==> config.mk <==
export PLATFORM = sky130hd
export DESIGN_NAME = fss_sweep_sequencer
export DESIGN_NICKNAME = d
export VERILOG_FILES = /design/src/design/fss_pkg.sv /design/src/design/fss_sweep_sequencer.sv
export SDC_FILE = /design/constraint.sdc
export NUM_CORES = 1
export LEC_CHECK = 0
export BUFFER_PORTS_ARGS = -buffer_cell sky130_fd_sc_hd__buf_2
export CORE_UTILIZATION = 55
export DETAILED_ROUTE_END_ITERATION = 16
export GPL_ROUTABILITY_DRIVEN = 0
export GPL_TIMING_DRIVEN = 1
export PLACE_DENSITY = 0.73
export SLEW_MARGIN = 20
export SYNTH_ARGS = -nofsm -noshare
export SYNTH_HDL_FRONTEND = slang
export SYNTH_SLANG_ARGS = --single-unit
==> constraint.sdc <==
create_clock -name sys_clk -period 5 [get_ports sys_clk]
set_clock_uncertainty 0.1 [all_clocks]
set_input_delay 1.25 -clock sys_clk [delete_from_list [all_inputs] [get_ports sys_clk]]
set_output_delay 1.25 -clock sys_clk [all_outputs]
set_load 0.02 [all_outputs]
==> src/design/fss_pkg.sv <==
// Shared constants and types of the frequency sweep sequencer
package fss_pkg;

  // ************************************************************
  // Bus and register indices (byte address = index * 4)
  // ************************************************************
  localparam int         APB_AW       = 8;
  localparam int         APB_DW       = 32;
  localparam logic [5:0] IDX_GPIO_EN  = 6'h01;
  localparam logic [5:0] IDX_TRIG_DLY = 6'h05;
  localparam logic [5:0] IDX_GPIO_CFG = 6'h08;
  localparam logic [5:0] IDX_SWP_TRIG = 6'h0e;
  localparam logic [5:0] IDX_SWP_CTRL = 6'h10;
  localparam logic [5:0] IDX_STEP_UP  = 6'h11;
  localparam logic [5:0] IDX_STEP_DN  = 6'h12;
  localparam logic [5:0] IDX_STEP_NUM = 6'h13;
  localparam logic [5:0] IDX_START    = 6'h14;
  localparam logic [5:0] IDX_STEP_PER = 6'h15;
  localparam logic [5:0] IDX_DWELL    = 6'h16;
  localparam logic [5:0] IDX_STATUS   = 6'h17;
  localparam logic [5:0] IDX_FREQ     = 6'h18;

  // ************************************************************
  // Field positions
  // ************************************************************
  localparam int GPIO_N         = 5;
  localparam int GPIO_EN_BIT    = 4;
  localparam int DLY_W          = 21;
  localparam int GCFG_W         = 14;
  localparam int GSEL_LSB       = 0;
  localparam int GTEST_LSB      = 4;
  localparam int GDIR_LSB       = 9;
  localparam int TRIG_DLYEN_BIT = 7;
  localparam int TRIG_SPI_BIT   = 12;
  localparam int TRIG_SRC_BIT   = 13;
  localparam int TRIG_LINE      = 4;
  localparam int CTRL_W         = 6;
  localparam int CTRL_EN_BIT    = 0;
  localparam int CTRL_MODE_LSB  = 1;
  localparam int CTRL_AUTO_BIT  = 3;
  localparam int CTRL_UP_BIT    = 4;
  localparam int CTRL_UONE_BIT  = 5;
  localparam int STAT_W         = 4;

  // ************************************************************
  // Codes and reset values
  // ************************************************************
  localparam logic [3:0] GSEL_TEST    = 4'h0;
  localparam logic [3:0] GSEL_MOD     = 4'h2;
  localparam logic [3:0] GSEL_SWEEP   = 4'h8;
  localparam logic [CTRL_W-1:0] RST_CTRL = 6'h00;
  localparam int         RST_STEP_NUM = 1;

  typedef enum logic [1:0] {MODE_TWO, MODE_ONE, MODE_USER, MODE_RSVD} fss_mode_t;
  typedef enum logic [1:0] {ST_IDLE, ST_RAMP, ST_HOLD, ST_HOP} fss_state_t;

  typedef struct packed {
    logic [GPIO_N-1:0] out;
    logic [GPIO_N-1:0] oe;
  } fss_gpio_t;

endpackage

==> src/design/fss_sweep_sequencer.sv <==
// Frequency sweep sequencer with APB register file and GPIO lines
`timescale 1ns/1ps

module fss_sweep_sequencer #(
  parameter int FREQ_W = 32,
  parameter int CNT_W  = 16
) (
  // Clock and reset
  input  wire  logic                            sys_clk,
  input  wire  logic                            rst,
  // APB slave
  input  wire  logic [fss_pkg::APB_AW-1:0]      paddr,
  input  wire  logic                            psel,
  input  wire  logic                            penable,
  input  wire  logic                            pwrite,
  input  wire  logic [fss_pkg::APB_DW-1:0]      pwdata,
  output       logic                            pready,
  output       logic [fss_pkg::APB_DW-1:0]      prdata,
  output       logic                            pslverr,
  // General-purpose lines
  input  wire  logic [fss_pkg::GPIO_N-1:0]      gpioIn,
  output       fss_pkg::fss_gpio_t              gpioPins,
  // Fractional modulator and divider side
  input  wire  logic [fss_pkg::GPIO_N-1:0]      fractionalModulatorOut,
  output       logic [FREQ_W-1:0]               divRatio,
  output       logic                            sweepBusy
);
  import fss_pkg::*;

  // ************************************************************
  // Declarations
  // ************************************************************
  logic                 gpioEn_q;
  logic [DLY_W-1:0]     dly_q;
  logic [GCFG_W-1:0]    gcfg_q;
  logic                 trigSrc_q;
  logic                 dlyEn_q;
  logic [CTRL_W-1:0]    ctrl_q;
  logic [FREQ_W-1:0]    stepUp_q;
  logic [FREQ_W-1:0]    stepDn_q;
  logic [CNT_W-1:0]     stepNum_q;
  logic [FREQ_W-1:0]    start_q;
  logic [CNT_W-1:0]     stepPer_q;
  logic [CNT_W-1:0]     dwell_q;
  logic [APB_DW-1:0]    prdata_q;
  logic                 pslverr_q;
  logic [APB_DW-1:0]    rdNext;
  logic                 rdHit;
  logic [5:0]           regIdx;
  logic                 wrEn;
  logic                 spiTrig_q;
  logic [GPIO_N-1:0]    gpioSync1_q;
  logic [GPIO_N-1:0]    gpioSync2_q;
  logic                 trigPrev_q;
  logic                 extEdge;
  logic                 extOk;
  logic                 extTrig;
  logic                 dlyArmed;
  logic [DLY_W-1:0]     dlyCnt_q;
  logic                 dlyFire;
  logic                 trigNow;
  fss_state_t           state_q;
  logic [FREQ_W-1:0]    freq_q;
  logic                 dirUp_q;
  logic [CNT_W-1:0]     stepCnt_q;
  logic [CNT_W-1:0]     stepInc;
  logic [CNT_W-1:0]     tmr_q;
  logic                 sweepEn;
  fss_mode_t            mode;
  logic                 autoMode;
  logic                 oneWay;
  logic                 startUp;
  logic                 evt;
  logic                 stepTick;
  logic                 lastStep;
  logic                 rampSingle;
  logic                 rampGo;
  logic                 rampUp;
  logic [FREQ_W-1:0]    rampBase;
  logic                 hop;
  logic                 startFlag_q;
  logic                 stopFlag_q;
  logic                 ready;
  logic [GPIO_N-1:0]    gpioVal;
  fss_gpio_t            gpio_q;

  function automatic logic [FREQ_W-1:0] stepFreq(input logic [FREQ_W-1:0] f,
                                                 input logic              up,
                                                 input logic [FREQ_W-1:0] su,
                                                 input logic [FREQ_W-1:0] sd);
    stepFreq = up ? FREQ_W'(f + su) : FREQ_W'(f - sd);
  endfunction

  // ************************************************************
  // APB register file
  // ************************************************************
  assign regIdx  = paddr[7:2];
  assign wrEn    = psel & penable & pwrite & (paddr[1:0] == 2'h0);
  assign pready  = 1'h1;
  assign prdata  = prdata_q;
  assign pslverr = pslverr_q & psel & penable;

  always_ff @(posedge sys_clk) begin
    if (rst) begin
      gpioEn_q  <= '0;
      dly_q     <= '0;
      gcfg_q    <= '0;
      trigSrc_q <= '0;
      dlyEn_q   <= '0;
      ctrl_q    <= RST_CTRL;
      stepUp_q  <= '0;
      stepDn_q  <= '0;
      stepNum_q <= CNT_W'(RST_STEP_NUM);
      start_q   <= '0;
      stepPer_q <= '0;
      dwell_q   <= '0;
    end else if (wrEn) begin
      case (regIdx)
        IDX_GPIO_EN:  gpioEn_q  <= pwdata[GPIO_EN_BIT];
        IDX_TRIG_DLY: dly_q     <= pwdata[DLY_W-1:0];
        IDX_GPIO_CFG: gcfg_q    <= pwdata[GCFG_W-1:0];
        IDX_SWP_TRIG: begin
          trigSrc_q <= pwdata[TRIG_SRC_BIT];
          dlyEn_q   <= pwdata[TRIG_DLYEN_BIT];
        end
        IDX_SWP_CTRL: ctrl_q    <= pwdata[CTRL_W-1:0];
        IDX_STEP_UP:  stepUp_q  <= pwdata[FREQ_W-1:0];
        IDX_STEP_DN:  stepDn_q  <= pwdata[FREQ_W-1:0];
        IDX_STEP_NUM: stepNum_q <= pwdata[CNT_W-1:0];
        IDX_START:    start_q   <= pwdata[FREQ_W-1:0];
        IDX_STEP_PER: stepPer_q <= pwdata[CNT_W-1:0];
        IDX_DWELL:    dwell_q   <= pwdata[CNT_W-1:0];
        default: ;
      endcase
    end
  end

  // Read word is captured in the setup cycle
  always_comb begin
    rdNext = '0;
    rdHit  = (paddr[1:0] == 2'h0);
    case (regIdx)
      IDX_GPIO_EN:  rdNext[GPIO_EN_BIT] = gpioEn_q;
      IDX_TRIG_DLY: rdNext[DLY_W-1:0] = dly_q;
      IDX_GPIO_CFG: rdNext[GCFG_W-1:0] = gcfg_q;
      IDX_SWP_TRIG: begin
        rdNext[TRIG_SRC_BIT]   = trigSrc_q;
        rdNext[TRIG_DLYEN_BIT] = dlyEn_q;
      end
      IDX_SWP_CTRL: rdNext[CTRL_W-1:0] = ctrl_q;
      IDX_STEP_UP:  rdNext[FREQ_W-1:0] = stepUp_q;
      IDX_STEP_DN:  rdNext[FREQ_W-1:0] = stepDn_q;
      IDX_STEP_NUM: rdNext[CNT_W-1:0] = stepNum_q;
      IDX_START:    rdNext[FREQ_W-1:0] = start_q;
      IDX_STEP_PER: rdNext[CNT_W-1:0] = stepPer_q;
      IDX_DWELL:    rdNext[CNT_W-1:0] = dwell_q;
      IDX_STATUS:   rdNext[STAT_W-1:0] = {2'(state_q), ready, sweepBusy};
      IDX_FREQ:     rdNext[FREQ_W-1:0] = freq_q;
      default:      rdHit = 1'h0;
    endcase
  end

  always_ff @(posedge sys_clk) begin
    if (rst) begin
      prdata_q  <= '0;
      pslverr_q <= '0;
    end else if (psel & ~penable) begin
      prdata_q  <= rdNext;
      pslverr_q <= ~rdHit;
    end
  end

  // Serial trigger: one-cycle pulse, bit never stored
  always_ff @(posedge sys_clk) begin
    if (rst) begin
      spiTrig_q <= '0;
    end else begin
      spiTrig_q <= wrEn & (regIdx == IDX_SWP_TRIG) & pwdata[TRIG_SPI_BIT]
                   & ~pwdata[TRIG_SRC_BIT];
    end
  end

  // ************************************************************
  // External trigger path
  // ************************************************************
  always_ff @(posedge sys_clk) begin
    if (rst) begin
      gpioSync1_q <= '0;
      gpioSync2_q <= '0;
      trigPrev_q  <= '0;
    end else begin
      gpioSync1_q <= gpioIn;
      gpioSync2_q <= gpioSync1_q;
      trigPrev_q  <= gpioSync2_q[TRIG_LINE];
    end
  end

  assign extEdge  = gpioSync2_q[TRIG_LINE] & ~trigPrev_q;
  assign extOk    = trigSrc_q & ~gcfg_q[GDIR_LSB+TRIG_LINE] & gpioEn_q;
  assign extTrig  = extEdge & extOk;
  assign dlyArmed = dlyEn_q & (dly_q != '0);
  assign dlyFire  = (dlyCnt_q == DLY_W'(1));

  // Edges arriving while a delay runs are dropped
  always_ff @(posedge sys_clk) begin
    if (rst) begin
      dlyCnt_q <= '0;
    end else if (extTrig & dlyArmed & (dlyCnt_q == '0)) begin
      dlyCnt_q <= dly_q;
    end else if (dlyCnt_q != '0) begin
      dlyCnt_q <= DLY_W'(dlyCnt_q - 1'h1);
    end
  end

  assign trigNow = spiTrig_q | (extTrig & ~dlyArmed) | dlyFire;

  // ************************************************************
  // Sweep engine
  // ************************************************************
  assign sweepEn    = ctrl_q[CTRL_EN_BIT];
  assign mode       = fss_mode_t'(ctrl_q[CTRL_MODE_LSB +: 2]);
  assign autoMode   = ctrl_q[CTRL_AUTO_BIT] & (mode != MODE_USER);
  assign oneWay     = (mode == MODE_ONE) | ((mode == MODE_USER) & ctrl_q[CTRL_UONE_BIT]);
  assign startUp    = ctrl_q[CTRL_UP_BIT];
  assign stepInc    = CNT_W'(stepCnt_q + 1'h1);
  assign lastStep   = stepInc >= stepNum_q;
  assign rampSingle = stepNum_q <= CNT_W'(1);

  // Internal triggers: at enable, from a hop left by triggered mode, after each dwell
  assign evt = autoMode ? ((state_q == ST_IDLE) | (state_q == ST_HOP) |
                           ((state_q == ST_HOLD) & (tmr_q == '0)))
                        : trigNow;

  assign stepTick = (state_q == ST_RAMP) &
                    ((mode == MODE_USER) ? trigNow : (tmr_q == '0));

  always_comb begin
    rampGo   = 1'h0;
    rampUp   = dirUp_q;
    rampBase = freq_q;
    hop      = 1'h0;
    unique case (state_q)
      ST_IDLE, ST_HOP: begin
        if (evt) begin
          rampGo   = 1'h1;
          rampUp   = startUp;
          rampBase = start_q;
        end
      end
      ST_HOLD: begin
        if (evt & oneWay & autoMode) begin
          rampGo   = 1'h1;
          rampUp   = startUp;
          rampBase = start_q;
        end else if (evt & oneWay) begin
          hop = 1'h1;
        end else if (evt) begin
          rampGo = 1'h1;
          rampUp = ~dirUp_q;
        end
      end
      ST_RAMP: ;
    endcase
  end

  always_ff @(posedge sys_clk) begin
    if (rst) begin
      state_q <= ST_IDLE;
    end else if (~sweepEn) begin
      state_q <= ST_IDLE;
    end else if (rampGo) begin
      state_q <= rampSingle ? ST_HOLD : ST_RAMP;
    end else if (hop) begin
      state_q <= ST_HOP;
    end else if (stepTick & lastStep) begin
      state_q <= ST_HOLD;
    end
  end

  always_ff @(posedge sys_clk) begin
    if (rst) begin
      freq_q <= '0;
    end else if (~sweepEn) begin
      freq_q <= start_q;
    end else if (rampGo) begin
      freq_q <= stepFreq(rampBase, rampUp, stepUp_q, stepDn_q);
    end else if (hop) begin
      freq_q <= start_q;
    end else if (stepTick) begin
      freq_q <= stepFreq(freq_q, dirUp_q, stepUp_q, stepDn_q);
    end
  end

  always_ff @(posedge sys_clk) begin
    if (rst) begin
      dirUp_q   <= '0;
      stepCnt_q <= '0;
    end else if (~sweepEn) begin
      dirUp_q   <= startUp;
      stepCnt_q <= '0;
    end else if (rampGo) begin
      dirUp_q   <= rampUp;
      stepCnt_q <= CNT_W'(1);
    end else if (stepTick) begin
      stepCnt_q <= stepInc;
    end
  end

  // Step interval while ramping, dwell while holding
  always_ff @(posedge sys_clk) begin
    if (rst) begin
      tmr_q <= '0;
    end else if (rampGo) begin
      tmr_q <= rampSingle ? dwell_q : stepPer_q;
    end else if (stepTick) begin
      tmr_q <= lastStep ? dwell_q : stepPer_q;
    end else if (tmr_q != '0) begin
      tmr_q <= CNT_W'(tmr_q - 1'h1);
    end
  end

  // ************************************************************
  // Status flags and outputs
  // ************************************************************
  assign sweepBusy = (state_q == ST_RAMP);
  assign ready     = sweepEn & (state_q != ST_RAMP);
  assign divRatio  = freq_q;

  always_ff @(posedge sys_clk) begin
    if (rst) begin
      startFlag_q <= '0;
      stopFlag_q  <= '0;
    end else begin
      startFlag_q <= rampGo;
      stopFlag_q  <= (stepTick & lastStep) | (rampGo & rampSingle);
    end
  end

  always_comb begin
    unique case (gcfg_q[GSEL_LSB +: 4])
      GSEL_TEST:  gpioVal = gcfg_q[GTEST_LSB +: GPIO_N];
      GSEL_MOD:   gpioVal = fractionalModulatorOut;
      GSEL_SWEEP: gpioVal = {ready, startFlag_q, stopFlag_q, sweepBusy, 1'h0};
      default:    gpioVal = '0;
    endcase
  end

  always_ff @(posedge sys_clk) begin
    if (rst) begin
      gpio_q <= '0;
    end else begin
      gpio_q.out <= gpioVal;
      gpio_q.oe  <= gpioEn_q ? gcfg_q[GDIR_LSB +: GPIO_N] : '0;
    end
  end

  assign gpioPins = gpio_q;
endmodule

==> metrics.md, run 1 <==
| Metric | Value |
|---|---|
| Post-DP HPWL | `52400 um` |
| RSZ-0062 raised after global routing | `true` |
| Failing checks | `setup timing` |
| P_leak | `9.49 nW` |
| Met1 Track Usage GR | `0.524` |
| Worst setup margin | `-445 ps` |
| Utilization after layout | `0.674` |
| Post-route DRC | `0` |
| Maximum buffer depth of the clock tree | `3` |
| WS Path Type | `reg2reg` |
| R2r endpoint | `divRatio[31]` |
| CP startpoint kind | `flip-flop` |
| Max-slew violations | `0` |
| TritonCTS Sinks | `325` |
| Slowest CP cell | `or4_4` |
| Die height | `190 um` |
| Power Dens Cells | `309 nW/um^2` |
| Hold WC Path Type | `reg2reg` |
| TNS Setup | `-4110 ps` |
| Status | `finished, violations left` |
| Clk root buf | `clkbuf_16` |
| Via Count | `21085` |
| Core area | `34600 um^2` |
| IO buf count | `126` |
| Tcrit/Tclk final | `1.09` |
| Mapped Area | `19400 um^2` |
| Final cell count without fillers | `3252` |
| Row count | `68` |
| Drt initial violations | `2762` |
| CP arrival | `5730 ps` |
| CTS buffer count | `36` |
| Post-synth EDFFs | `0` |
| Yosys warns | `0` |
| Total Power | `7.22 mW` |
| Initial antenna violation count | `0` |
| # diodes | `0` |
| Max-cap violations | `0` |
| Fraction of registers with async set/reset | `0` |
| Slowest stage delay, CP | `530 ps` |
| Final hold viol count | `0` |
| Vias in the first global route | `19374` |
| Worst R2R Start | `dlyCnt_q[16]` |
| CP endpoint kind | `flip-flop` |
| Largest fanout on the critical path | `6` |
| P&R area growth vs syn | `20.4%` |
| Worst skew pair latency | `550 ps` |
| Met3 Use GR | `0.0670` |
| Width of the die | `190 um` |
| Clock-pin slew on the worst setup and hold paths | `60 ps` |
| Vias/cell | `6.48` |
| Fin crit period | `5450 ps` |
| Placed Cells | `3166` |
| Hold path start | `gpioSync1_q[4]` |
| Flop2flop setup slack | `-450 ps` |
| WP data required | `5290 ps` |
| Htree depth | `2` |
| R2R depth | `24` |
| Post-route ant nets | `0` |
| First-pass GRT wire length | `108000 um` |
| Area of the die | `36000 um^2` |
| VDD IR max | `539 uV` |
| Grt ovf | `0` |
| Syn_nets | `2705` |
| Rel. slew slack | `0.308` |
| Seq cells post-synth | `325` |
| Final setup viols | `16` |
| Min Hold Slack | `343 ps` |
| Synth cell types | `79` |
| Met2 Resource Use GR | `0.584` |
| Sequential-to-total area share from yosys stat | `0.336` |
| Worst hold endpoint | `gpioSync2_q[4]` |
| Syn Area/Cell | `7.57 um^2` |
| Least-Margin Pin Slew | `1040 ps` |
| CP cell instances | `or4_4, or4_4, nor3_4, a221oi_4, nor3_2, a2bb2oi_2, nand3_4, buf_12, buf_8, buf_16, nand2_4, o21ai_2, ha_1, a21oi_1, o21ai_0, a32oi_1, o211ai_1, a31o_2, a31oi_4, nor2_2, a221o_1, a21oi_2, xnor2_1, a21oi_1` |
| Total Routed Length | `72200 um` |
| Pre-antenna DRT Iters | `6` |
| Fill cells | `2894` |
| Peak Freq | `184 MHz` |
| Nets@finish | `2916` |
| Busiest layer in global routing | `met2` |
| # IOs | `132` |
| Worst hold path depth | `1` |
| Largest net degree at the start of global routing | `97` |
| Synth Instances | `2561` |
| Initial Util | `0.560` |
| Total track usage | `0.386` |
| Layout cells sized above 1 | `0.181` |
| Routed wire per std cell | `22.2 um` |
| Synth Flop Type | `dfxtp_1` |
| TritonCTS clock tree | `yes` |
synthesized netlist by cell type (11+ instances only):
library cell / number / area share
nor2b_1: 17 / 0.0055
mux2i_1: 30 / 0.015
nor4_1: 22 / 0.0071
nor2_1: 162 / 0.031
o21ai_0: 138 / 0.036
o221ai_1: 13 / 0.0059
nor3_1: 43 / 0.011
and2_1: 19 / 0.0061
nand2b_1: 13 / 0.0042
or3_1: 11 / 0.0036
a21o_1: 36 / 0.014
a22o_1: 50 / 0.023
clkbuf_1: 153 / 0.030
and3_1: 20 / 0.0065
nand3_1: 39 / 0.010
nand2_1: 555 / 0.11
a211oi_1: 34 / 0.013
o22ai_1: 14 / 0.0045
inv_1: 42 / 0.0081
a31oi_1: 21 / 0.0068
xor2_1: 67 / 0.030
a22oi_1: 50 / 0.019
a21oi_1: 302 / 0.078
xnor2_1: 64 / 0.029
a221oi_1: 45 / 0.020
dfxtp_1: 325 / 0.34
ha_1: 87 / 0.056
o211ai_1: 11 / 0.0043
a222oi_1: 19 / 0.0098
worst max-delay path by stage:
stage,endpoint,cells past startpoint,startpoint,slack [ps]
4_1_cts,divRatio[31],24,dlyCnt_q[16],-360
3_5_place_dp,divRatio[30],23,dlyCnt_q[16],-470
6_report,divRatio[31],24,dlyCnt_q[16],-450
5_1_grt,divRatio[31],24,dlyCnt_q[16],-650
2_1_floorplan,divRatio[30],23,dlyCnt_q[14],-50
3_3_place_gp,divRatio[31],22,dlyCnt_q[16],-370
timing repair:
action                     in CTS  in global routing
cloned                          3                  0
setup endpoints to repair      13                 24
buffers inserted               14                  8
gates resized for setup        53                 44
pin swaps                      34                 53
hold buffers                    0                  0
cells in the final DEF, fill, tap and decap left out, types with 11 or more instances in the layout:
cell type  count
nor4_1        21
a211oi_1      31
ha_1          81
buf_2        125
dfxtp_1      323
nor2b_1       17
nand2b_1      12
mux2i_1       30
buf_4        206
and3_1        18
xor2_1        67
a31oi_1       18
o221ai_1      13
a222oi_1      19
a21oi_1      293
and2_1        20
a221oi_1      39
nor3_1        40
nand3_1       38
o22ai_1       13
o21ai_1       17
o211ai_1      11
nor2_1       156
a22o_1        50
inv_1         42
o21ai_0      114
a22oi_1       50
clkbuf_16     36
xnor2_1       62
a21o_1        36
nand2_1      550
or3_1         11
worst max-delay path: cells and delay by family (launching register included):
family	cells	cell delay, ps
fa+ha+maj	1	350
buf+inv	3	430
xor+xnor	1	140
simple gates	7	1690
compound gates	12	2280
flops	1	310
cell families (layout without fill, tap and decap cells):
| logic type | after synthesis | in the layout | share of synthesized area |
|---|---|---|---|
| muxes | 39 | 39 | 0.0207 |
| buffers and inverters | 215 | 451 | 0.0435 |
| xor gates and xnor gates | 132 | 132 | 0.0600 |
| adders and majority gates | 89 | 89 | 0.0582 |
| AOI/OAI and AO/OA | 809 | 809 | 0.268 |
| other | 1 | 1 | 0.000193 |
| and+or+nand+nor | 951 | 951 | 0.213 |
| DFF | 325 | 325 | 0.336 |
layer usage:
metal / routed length [um] / part of all wire
met4: 3850 / 0.053
met3: 8570 / 0.12
met1: 28700 / 0.40
met5: 0 / 0
met2: 31100 / 0.43
sequential cells by signal, summed over array words and instances, names as in the netlist, 2 cells and up:
register / cells
divRatio: 32
prdata: 32
start_q: 32
stepDn_q: 32
stepUp_q: 32
dlyCnt_q: 21
dly_q: 21
dwell_q: 16
stepCnt_q: 16
stepNum_q: 16
stepPer_q: 16
tmr_q: 16
gcfg_q: 14
gpioPins: 10
ctrl_q: 6
state_q: 2
final cells by class:
class                   instances  area [um^2]  area share
multi-input cells            2021        12500       0.534
clock buffers                  47         1010      0.0434
repair buffers                346         2430       0.104
flip-flops and latches        325         6510       0.279
clock inverters                16          198     0.00847
well taps                     455          569      0.0244
inverters                      42          158     0.00675
stage by stage:
step / setup WS [ps] / area, um^2
3_5_place_dp: -475 / 21500
5_1_grt: -654 / 23300
4_1_cts: -357 / 23100
3_3_place_gp: -372 / 21500
2_1_floorplan: -52.3 / 19500
6_report: -445 / 23300
where the power goes:
group / internal (mW) / switching (mW)
Combinational: 0.717 / 0.949
Clock: 1.59 / 1.13
Sequential: 2.74 / 0.101
Total: 5.05 / 2.18
Note: power is estimated with default switching activity, not from simulation.
==> run 2: changes to the inputs <==
- CORE_MARGIN: not set -> 4
- PLACE_DENSITY: 0.73 -> 0.71
- clock period: 5 -> 6 ns (I/O delays scaled with it)
==> run 2 against run 1 <==
  * The run now ends clean
  * Register-to-register slack improved by 710 ps
  * Die area increased by 6.4%
  * Power decreased by 20%
  * Sequential cell count unchanged
  * First-iteration DRC count decreased by 1.4%
  * Sequential share of layout area increased by 2.1 points
  * Via count decreased by 4.3%
  * Count of clock-buffer cells in the layout increased by 4
  * Critical endpoint unchanged
  * Largest cell class unchanged
==> metrics.md, run 2 (synthesized netlist as in run 1, its figures left out) <==
| Metric | Value |
|---|---|
| Hold WC Path Type | `reg2reg` |
| Fin crit period | `5730 ps (+289 ps)` |
| Via Count | `20172 (-4.3%)` |
| Tcrit/Tclk final | `0.956 (-0.133)` |
| IO buf count | `126 (unchanged)` |
| Width of the die | `196 um (+3.2%)` |
| WP data required | `6300 ps (+1010 ps)` |
| Core area | `34600 um^2 (unchanged)` |
| # IOs | `132 (unchanged)` |
| Htree depth | `2 (unchanged)` |
| Power Dens Cells | `268 nW/um^2 (-13%)` |
| Commonest non-fill, non-tap cell in the layout | `nand2_1` |
| Grt ovf | `0 (unchanged)` |
| P&R area growth vs syn | `12.0%` |
| Total Power | `5.81 mW (-20%)` |
| Row count | `68 (unchanged)` |
| Min Hold Slack | `345 ps (+2.54 ps)` |
| Worst skew pair latency | `540 ps (about the same)` |
| Nets@finish | `2758 (-5.4%)` |
| Status | `finished clean` |
| Max-slew violations | `0 (unchanged)` |
| Pre-antenna DRT Iters | `9 (+3)` |
| Commonest non-fill, non-tap cells in the layout | `nand2_1 (555), dfxtp_1 (324), a21oi_1 (299), nor2_1 (157), o21ai_0 (135)` |
| Post-route ant nets | `0 (unchanged)` |
| TritonCTS clock tree | `yes` |
| Total Routed Length | `70000 um (-3.1%)` |
| CP arrival | `6030 ps (+300 ps)` |
| Die height | `196 um (+3.2%)` |
| CP startpoint kind | `flip-flop` |
| Largest fanout on the critical path | `11 (+5)` |
| CP endpoint kind | `flip-flop` |
| Peak Freq | `174 MHz (-5.0%)` |
| Layout cells sized above 1 | `0.112 (-0.0696)` |
| Routed wire per std cell | `22.6 um (+1.8%)` |
| P_leak | `8.50 nW (-10%)` |
| Post-DP HPWL | `50800 um (-3.1%)` |
| Initial Util | `0.560 (unchanged)` |
| Sequential Area | `6510 um^2 (about the same)` |
| Vias/cell | `6.52 (+0.49%)` |
| Max-cap violations | `0 (unchanged)` |
| Rel. slew slack | `0.281 (-0.0272)` |
| Area of the die | `38300 um^2 (+6.4%)` |
| WS Path Type | `reg2reg` |
| Total track usage | `0.347 (-0.0388)` |
| VDD IR max | `258 uV (-52%)` |
| # diodes | `0 (unchanged)` |
| Fill cells | `3109 (+7.4%)` |
| Clk root buf | `clkbuf_16` |
| Post-route DRC | `0 (unchanged)` |
| Vias in the first global route | `18318 (-5.5%)` |
| CTS buffer count | `36 (unchanged)` |
| Largest net degree at the start of global routing | `224 (+130%)` |
| Initial antenna violation count | `0 (unchanged)` |
| Final hold viol count | `0 (unchanged)` |
| Least-Margin Pin Slew | `1080 ps (+40.8 ps)` |
| TritonCTS Sinks | `325 (unchanged)` |
| Hold Buf Count CTS | `0 (unchanged)` |
| Maximum buffer depth of the clock tree | `3 (unchanged)` |
| Clock-pin slew on the worst setup and hold paths | `60 ps (about the same)` |
| Final setup viols | `0 (-16)` |
| First-pass GRT wire length | `106000 um (-2.1%)` |
| Area of the multi-input gates | `12200 um^2 (-2.5%)` |
| Drt initial violations | `2722 (-1.4%)` |
[run 2: cell types whose count changed in the layout (fill, tap and decap cells not counted), sizes merged]
cell	previous run	this run
buf	344	187
bufbuf	1	0
clkbuf	48	52
clkinv	4	7
clkinvlp	8	1
inv	43	45
[run 2: report_power, final]
| part | internal [mW] | switching, mW | leakage [nW] |
|---|---|---|---|
| registers | 2.28 | 0.110 | 2.63 |
| clock network | 1.32 | 0.929 | 0.580 |
| logic | 0.447 | 0.724 | 5.29 |
[run 2: per-layer routing]
layer	share of wire	wire length (um)	GRT usage
met5	0	0	0
met4	0.045	3180	0.141
met3	0.13	9350	0.0823
met2	0.42	29500	0.517
met1	0.40	27900	0.486
[run 2: path summary, 6_finish.rpt]
path,from,endpoint,slack (ps),cells past startpoint
min,gpioSync1_q[4],gpioSync2_q[4],350,1
min reg2reg,gpioSync1_q[4],gpioSync2_q[4],350,1
max,dlyCnt_q[13],divRatio[31],270,20
max reg2reg,dlyCnt_q[13],divRatio[31],270,20
[run 2: worst max-delay path, stage by stage, from the launching register on]
cell and delay [ps]:
dfxtp_1 350, or4_4 560, or4_4 450, nor3_4 250, a221oi_4 190, and3_1 260
a211o_1 360, buf_4 210, a22o_1 190, ha_1 340, a2111oi_0 430, nor3_1 80
nand2_1 180, o211ai_1 170, a31o_2 320, a31oi_4 250, nor2_1 100, a221o_1 360
a21oi_1 200, xnor2_1 150, a21oi_1 80
[run 2: repair_timing]
action / 4_1_cts / 5_1_grt
setup endpoints to repair: 3 / 9
pin swaps: 0 / 7
gates resized for setup: 4 / 14
setup buffers: 0 / 3
[run 2: per-stage QoR]
step           utilization  std cells  setup TNS, ps  setup WS (ps)  cell area, um^2
2_1_floorplan            -       2561              0            554            19400
3_3_place_gp         0.590       3028              0           63.8            20400
3_5_place_dp         0.590       3028          -29.3          -14.6            20400
4_1_cts              0.624       3093              0           7.00            21600
5_1_grt              0.627       3096          -2.37          -2.37            21700
6_report             0.627       3096              0            266            21700
[run 2: layout make-up]
class | count | share of cell area
Multi-Input combinational cell | 2021 | 0.560
Tap cell | 455 | 0.0262
Timing Repair Buffer | 188 | 0.0521
Sequential cell | 325 | 0.300
Clock inverter | 14 | 0.00732
Clock buffer | 51 | 0.0469
Inverter | 42 | 0.00726
